--- config.mk ---
export PLATFORM = sky130hd
export DESIGN_NAME = sbs_status
export DESIGN_NICKNAME = d
export VERILOG_FILES = /design/src/shared/sbs_pkg.sv /design/src/logic/sbs_status.sv
export SDC_FILE = /design/constraint.sdc
export NUM_CORES = 1
export LEC_CHECK = 0
export ABC_CLOCK_PERIOD_IN_PS = 6800
export BUFFER_PORTS_ARGS = -buffer_cell sky130_fd_sc_hd__buf_4
export CAP_MARGIN = 20
export CELL_PAD_IN_SITES_DETAIL_PLACEMENT = 1
export CELL_PAD_IN_SITES_GLOBAL_PLACEMENT = 2
export CORE_MARGIN = 2
export CORE_UTILIZATION = 32
export CTS_BUF_LIST = sky130_fd_sc_hd__clkbuf_4
export DETAILED_ROUTE_END_ITERATION = 16
export PLACE_DENSITY = 0.95
export SYNTH_ARGS = -nofsm -noshare
export SYNTH_HDL_FRONTEND = slang
export SYNTH_SLANG_ARGS = --single-unit
--- constraint.sdc ---
create_clock -name core_clk -period 6.8 [get_ports core_clk]
set_input_delay 1.7 -clock core_clk [delete_from_list [all_inputs] [get_ports core_clk]]
set_output_delay 1.7 -clock core_clk [all_outputs]
set_load 0.1 [all_outputs]
--- src/shared/sbs_pkg.sv ---
/*
 Status register layout, control bit positions and arbitration retry limit for the
 SMBus status block. Assumes a single core clock domain.
*/
package sbs_pkg;
   localparam int unsigned STS_WIDTH = 32;
   localparam int unsigned ADDR_WIDTH = 7;
   localparam int unsigned TGT_ADDR_LSB = 1;
   localparam int unsigned INI_ADDR_LSB = 9;
   localparam int unsigned EXP_ADDR_LSB = 17;
   localparam int unsigned LOAD_DONE_BIT = 24;
   localparam int unsigned NACK_ERR_BIT = 25;
   localparam int unsigned ARB_ERR_BIT = 26;
   localparam int unsigned COND_ERR_BIT = 27;
   localparam int unsigned CSUM_ERR_BIT = 28;
   localparam int unsigned UNMAP_ERR_BIT = 29;
   localparam int unsigned CTL_DISREGARD_ARB_BIT = 16;
   localparam int unsigned CTL_SKIP_CSUM_BIT = 17;
   localparam logic [6:0] EXP_ADDR_RESET = 7'h00;
   localparam logic [4:0] ARB_RETRY_LIMIT = 5'h10;
   localparam logic [4:0] ARB_RETRY_INC = 5'h01;
   localparam logic [4:0] ARB_RETRY_ZERO = 5'h00;
   localparam logic [31:0] STS_RESERVED_MASK = 32'hc0010101;
   typedef enum logic [1:0] {
      ARB_IDLE = 2'b00,
      ARB_WAIT = 2'b01,
      ARB_OWN = 2'b10,
      ARB_ABORT = 2'b11
   } sbs_arb_state_t;
endpackage

--- src/logic/sbs_status.sv ---
/*
 SMBus status register with strapped addresses, expander address, load done flag
 and write-one-to-clear error flags, plus the arbitration retry sequencer.
 Assumes event inputs are one-cycle pulses synchronous to core_clk and that the
 register port is driven by the internal configuration access path, fed by both
 the slave SMBus and internal software.
*/
module sbs_status
   import sbs_pkg::*;
(
   // Clock and reset
   input wire logic core_clk,
   input wire logic sys_rst,
   // Straps, sampled after reset release
   input wire logic [6:0] target_port_address,
   input wire logic [6:0] initiator_port_address,
   input wire logic prom_load_mode,
   // Register port (slave SMBus and internal software share it)
   input wire logic reg_wr,
   input wire logic reg_rd,
   input wire logic [31:0] reg_wdata,
   input wire logic expander_write_lock,
   output logic [31:0] reg_rdata,
   // Control bits from the control register
   input wire logic [31:0] smbus_control,
   // Initiator port events
   input wire logic arb_request,
   input wire logic arb_won,
   input wire logic arb_lost,
   input wire logic xfer_done,
   input wire logic nack_seen,
   input wire logic misplaced_condition,
   // Prom loader events
   input wire logic load_finished,
   input wire logic load_error,
   input wire logic load_csum_bad,
   input wire logic load_no_done_cmd,
   input wire logic load_unmapped_write,
   // Arbitration results toward the initiator port
   output logic arb_retry,
   output logic arb_proceed,
   output logic arb_abort
);
   logic [6:0] tgt_addr_reg;
   logic [6:0] ini_addr_reg;
   logic load_mode_reg;
   logic strap_taken_reg;
   logic [6:0] exp_addr_reg;
   logic load_done_reg;
   logic nack_err_reg;
   logic arb_err_reg;
   logic cond_err_reg;
   logic csum_err_reg;
   logic unmap_err_reg;
   logic [4:0] loss_cnt_reg;
   logic [4:0] loss_cnt_next;
   sbs_arb_state_t arb_state_reg;
   logic [31:0] status_value;
   logic disregard_arbitration;
   logic skip_checksum_check;
   logic arb_abort_event;

   assign disregard_arbitration = smbus_control[CTL_DISREGARD_ARB_BIT];
   assign skip_checksum_check = smbus_control[CTL_SKIP_CSUM_BIT];
   assign loss_cnt_next = loss_cnt_reg + ARB_RETRY_INC;
   assign arb_abort_event = (arb_state_reg == ARB_WAIT) && arb_lost && !disregard_arbitration
                            && (loss_cnt_next == ARB_RETRY_LIMIT);

   // Sticky flag update: set wins over a write-one clear
   function automatic logic sticky(input logic cur, input logic set_ev, input logic clr);
      sticky = set_ev | (cur & ~clr);
   endfunction

   // Straps caught once after reset release
   always_ff @(posedge core_clk or posedge sys_rst) begin
      if (sys_rst) begin
         tgt_addr_reg <= 7'h00;
         ini_addr_reg <= 7'h00;
         load_mode_reg <= 1'b0;
         strap_taken_reg <= 1'b0;
      end else if (!strap_taken_reg) begin
         tgt_addr_reg <= target_port_address;
         ini_addr_reg <= initiator_port_address;
         load_mode_reg <= prom_load_mode;
         strap_taken_reg <= 1'b1;
      end
   end

   // Expander address
   always_ff @(posedge core_clk or posedge sys_rst) begin
      if (sys_rst) begin
         exp_addr_reg <= EXP_ADDR_RESET;
      end else if (reg_wr && !expander_write_lock) begin
         exp_addr_reg <= reg_wdata[EXP_ADDR_LSB +: ADDR_WIDTH];
      end
   end

   // Load done flag
   always_ff @(posedge core_clk or posedge sys_rst) begin
      if (sys_rst) begin
         load_done_reg <= 1'b0;
      end else if (load_mode_reg && (load_finished || load_error)) begin
         load_done_reg <= 1'b1;
      end
   end

   // Error flags
   always_ff @(posedge core_clk or posedge sys_rst) begin
      if (sys_rst) begin
         nack_err_reg <= 1'b0;
         arb_err_reg <= 1'b0;
         cond_err_reg <= 1'b0;
         csum_err_reg <= 1'b0;
         unmap_err_reg <= 1'b0;
      end else begin
         nack_err_reg <= sticky(nack_err_reg, nack_seen, reg_wr & reg_wdata[NACK_ERR_BIT]);
         arb_err_reg <= sticky(arb_err_reg, arb_abort_event, reg_wr & reg_wdata[ARB_ERR_BIT]);
         cond_err_reg <= sticky(cond_err_reg, misplaced_condition, reg_wr & reg_wdata[COND_ERR_BIT]);
         csum_err_reg <= sticky(csum_err_reg, !skip_checksum_check && (load_csum_bad || load_no_done_cmd),
                                reg_wr & reg_wdata[CSUM_ERR_BIT]);
         unmap_err_reg <= sticky(unmap_err_reg, load_unmapped_write, reg_wr & reg_wdata[UNMAP_ERR_BIT]);
      end
   end

   // Arbitration sequencer
   always_ff @(posedge core_clk or posedge sys_rst) begin
      if (sys_rst) begin
         arb_state_reg <= ARB_IDLE;
         loss_cnt_reg <= ARB_RETRY_ZERO;
         arb_retry <= 1'b0;
         arb_proceed <= 1'b0;
         arb_abort <= 1'b0;
      end else begin
         arb_retry <= 1'b0;
         arb_proceed <= 1'b0;
         arb_abort <= 1'b0;
         case (arb_state_reg)
            ARB_IDLE: begin
               loss_cnt_reg <= ARB_RETRY_ZERO;
               if (arb_request) begin
                  arb_state_reg <= ARB_WAIT;
               end
            end
            ARB_WAIT: begin
               if (arb_won || (arb_lost && disregard_arbitration)) begin
                  arb_proceed <= 1'b1;
                  loss_cnt_reg <= ARB_RETRY_ZERO;
                  arb_state_reg <= ARB_OWN;
               end else if (arb_abort_event) begin
                  arb_abort <= 1'b1;
                  arb_state_reg <= ARB_ABORT;
               end else if (arb_lost) begin
                  arb_retry <= 1'b1;
                  loss_cnt_reg <= loss_cnt_next;
               end
            end
            ARB_OWN: begin
               if (xfer_done) begin
                  arb_state_reg <= ARB_IDLE;
               end
            end
            ARB_ABORT: begin
               loss_cnt_reg <= ARB_RETRY_ZERO;
               arb_state_reg <= ARB_IDLE;
            end
            default: begin
               arb_state_reg <= ARB_IDLE;
            end
         endcase
      end
   end

   always_comb begin
      status_value = 32'h00000000;
      status_value[TGT_ADDR_LSB +: ADDR_WIDTH] = tgt_addr_reg;
      status_value[INI_ADDR_LSB +: ADDR_WIDTH] = ini_addr_reg;
      status_value[EXP_ADDR_LSB +: ADDR_WIDTH] = exp_addr_reg;
      status_value[LOAD_DONE_BIT] = load_done_reg;
      status_value[NACK_ERR_BIT] = nack_err_reg;
      status_value[ARB_ERR_BIT] = arb_err_reg;
      status_value[COND_ERR_BIT] = cond_err_reg;
      status_value[CSUM_ERR_BIT] = csum_err_reg;
      status_value[UNMAP_ERR_BIT] = unmap_err_reg;
   end

   // Read data registered one cycle after the read strobe
   always_ff @(posedge core_clk or posedge sys_rst) begin
      if (sys_rst) begin
         reg_rdata <= 32'h00000000;
      end else if (reg_rd) begin
         reg_rdata <= status_value & ~STS_RESERVED_MASK;
      end
   end
endmodule

==> results.yml <==
placed_design:
  io_buffers: 74
  dpl_worst_slack_ps: 3349
  gp_congestion: 0.7144
  detailed_place_hpwl_um: 4272
pwr:
  ir_drop_v: 0.00007939
  p_per_area_nw_per_um2: 316.4
  fin_total_pwr_uw: 1112
  leakagePower_uw: 0.001625
cells_and_area:
  final_common_cell: "buf_4"
  final_cell_mix: "75 x buf_4, 66 x dfrtp_1, 49 x mux2_2"
  largest_register_ffs: 27
  nets: 387
  area_growth_pct: 25.90
  diodes: 0
  largest-register: "reg_rdata"
  n_fill_cell: 941
  drive_gt1_share_pct: 50.17
synthesis:
  synth_seq_cells: 66
  netlist_instances: 208
  yosys_warnings: 0
  synth_top_cell_by_area: "dfrtp_1"
  yosysTopAreaCellShare_pct: 59.14
  ys_seq_area_share_pct: 59.14
  synthTopCellsByArea: "dfrtp_1 59%, mux2_2 20%, ha_1 3.6%, nand2_1 2.0%, a21o_1 1.3%"
  syn_avg_cell_area_um2: 13.43
  netlist_area_um2: 2793
  synth_cell_types: 37
global_routing:
  grt_max_degree: 67
  grt.total_usage_pct: 12.86
  grt_remaining_overflow: 0
  grt_pass1_vias: 2041
  grt_pass1_wl_um: 9591
  antenna_found_initial: 0
critical_path:
  cpPeakStageDelay_ps: 680
  crit_chain: "buf_4, nand4b_1, nor3b_1, a21oi_1, a31oi_1, mux2_1"
  worst_ep_arrival_time_ps: 3290
  setup.worst_path.class: "in -> reg"
  end_kind: "flop"
  cp-start-kind: "primary input"
  crit_path_top_delay_cell: "a21oi_1"
  critPathMaxFanout: 11
  worstPathRequired_ps: 7080
sta:
  setup_violations: 0
  fin_skew_ps: 13.50
  final_max_slew_viol_count: 0
  fin_tns_setup_ps: 0
  min_period_over_period_pct: 44.32
  finalHoldViolCount: 0
  rsz0062_at_grt: "no"
  worst_pin_slew_ps: 840.2
  layout_min_cycle_time_ps: 3013
  fin_ws_ps: 3787
  relSlewSlack_pct: 43.99
  clock.fmax_mhz: 331.8
drt:
  firstDrtPassIters: 4
  drt-total-wl_um: 5818
  vias: 1836
  drt_iter0_markers: 28
  routedWlPerCell_um: 14.73
  ant_nets: 0
  viasPerCell: 4.648
  drcViolationCount: 0
floorplan:
  die-area_um2: 9491
  design.core.area_um2: 8593
  fp-row-count: 34
  die_height_um: 97.42
  die-width_um: 97.42
  start_util_pct: 32.50
  io_pins: 130
clock_network:
  numClockSinks: 66
  insertion_delay_ps: 400
  clockRootBuffer: "clkbuf_4"
  hold_buffers: 0
  cts_resized: 0
  htreeDepth: 3
  cts_tree: "done"
  clk_pin_slew_ps: 90
  clk_path_buf_depth: 2
  cts_buffers: 9
  postCtsSetupBuffers: 0
hold_path:
  hold_class: "reg -> reg"
job:
  cap_violations: 0
outcome:
  status: "completed"
layer usage:
metal	routed length (um)	global-route usage (%)	part of all wire, %
met3	278	3.309	4.8
met2	3072	23.45	53
met5	0	0	0
met1	2365	13.92	41
met4	102	5.769	1.8
logic make-up (layout without fill, tap and decap cells):
group	count (synthesis)	in the layout	share of synthesized area, %
AND/OR/NAND/NOR	41	41	7.572
multiplexers	51	51	20.52
AO/OA/AOI/OAI	21	21	5.153
flip-flops	66	66	59.14
adder cells (fa/ha/maj)	8	8	3.584
buffers and inverters	19	94	3.764
other	2	6	0.2689
final timing paths:
kind / from / to / slack [ps] / depth (start not counted)
hold / removal: arb_err_reg / arb_err_reg / 480 / 2
setup / recovery: arb_lost / arb_state_reg[1] / 3790 / 6
max in group asynchronous: sys_rst / reg_rdata[26] / 4730 / 3
setup reg to reg: loss_cnt_reg[0] / arb_state_reg[1] / 4390 / 6
hold reg to reg: arb_err_reg / arb_err_reg / 480 / 2
min in group asynchronous: sys_rst / reg_rdata[1] / 1550 / 3
synth_stat cells:
| cell type | n |
|---|---|
| o22ai_1 | 1 |
| inv_1 | 5 |
| nand3_1 | 3 |
| a21o_2 | 1 |
| o211ai_1 | 1 |
| and3b_2 | 1 |
| a21o_1 | 5 |
| buf_1 | 2 |
| and2_0 | 1 |
| and4_2 | 1 |
| nor3b_1 | 2 |
| buf_4 | 5 |
| dfrtp_1 | 66 |
| mux2_2 | 49 |
| and2_2 | 1 |
| nor4_2 | 1 |
| mux2_1 | 1 |
| buf_6 | 2 |
| a21oi_1 | 5 |
| clkbuf_1 | 5 |
| nor2b_1 | 1 |
| conb_1 | 2 |
| o22a_1 | 1 |
| nor3_1 | 1 |
| a31oi_1 | 1 |
| o21ai_0 | 3 |
| mux2i_1 | 1 |
| nand2_1 | 15 |
| nand4b_1 | 1 |
| nor2_1 | 10 |
| a32o_1 | 1 |
| o221ai_1 | 1 |
| or2_2 | 1 |
| a221o_1 | 1 |
| nand2b_1 | 1 |
| and4_1 | 1 |
| ha_1 | 8 |
power by group:
| group | total (uW) | switching (uW) | internal [uW] |
|---|---|---|---|
| logic | 427 | 302 | 125 |
| clock network | 201 | 128 | 73.0 |
| registers | 484 | 38.2 | 446 |
| total | 1110 | 468 | 644 |
cell type report:
| type | count | area (um2) | share of cell area, % |
|---|---|---|---|
| tap | 108 | 135.1 | 3.843 |
| clock buffer | 10 | 75.07 | 2.135 |
| inverter | 5 | 18.77 | 0.5338 |
| sequential | 66 | 1652 | 46.98 |
| timing repair buffer | 75 | 563.0 | 16.01 |
| clock inverter | 4 | 21.27 | 0.6050 |
| multi-input combinational | 127 | 1051 | 29.89 |
critical path: cells and delay by family:
family                 cells  cell delay (ps)
buffers and inverters      1              130
AO/OA/AOI/OAI              2              910
AND/OR/NAND/NOR            2              200
multiplexers               1              350
stage by stage:
step           hold WS (ps)  instances  instance area [um2]  util, %
2_1_floorplan         428.5        212                 2808        -
3_3_place_gp          445.2        381                 3420    39.79
3_5_place_dp          458.5        381                 3420    39.79
4_1_cts               487.9        395                 3516    40.91
5_1_grt               506.6        395                 3516    40.91
6_report              482.5        395                 3516    40.91
(Power assumes the default switching activity.)
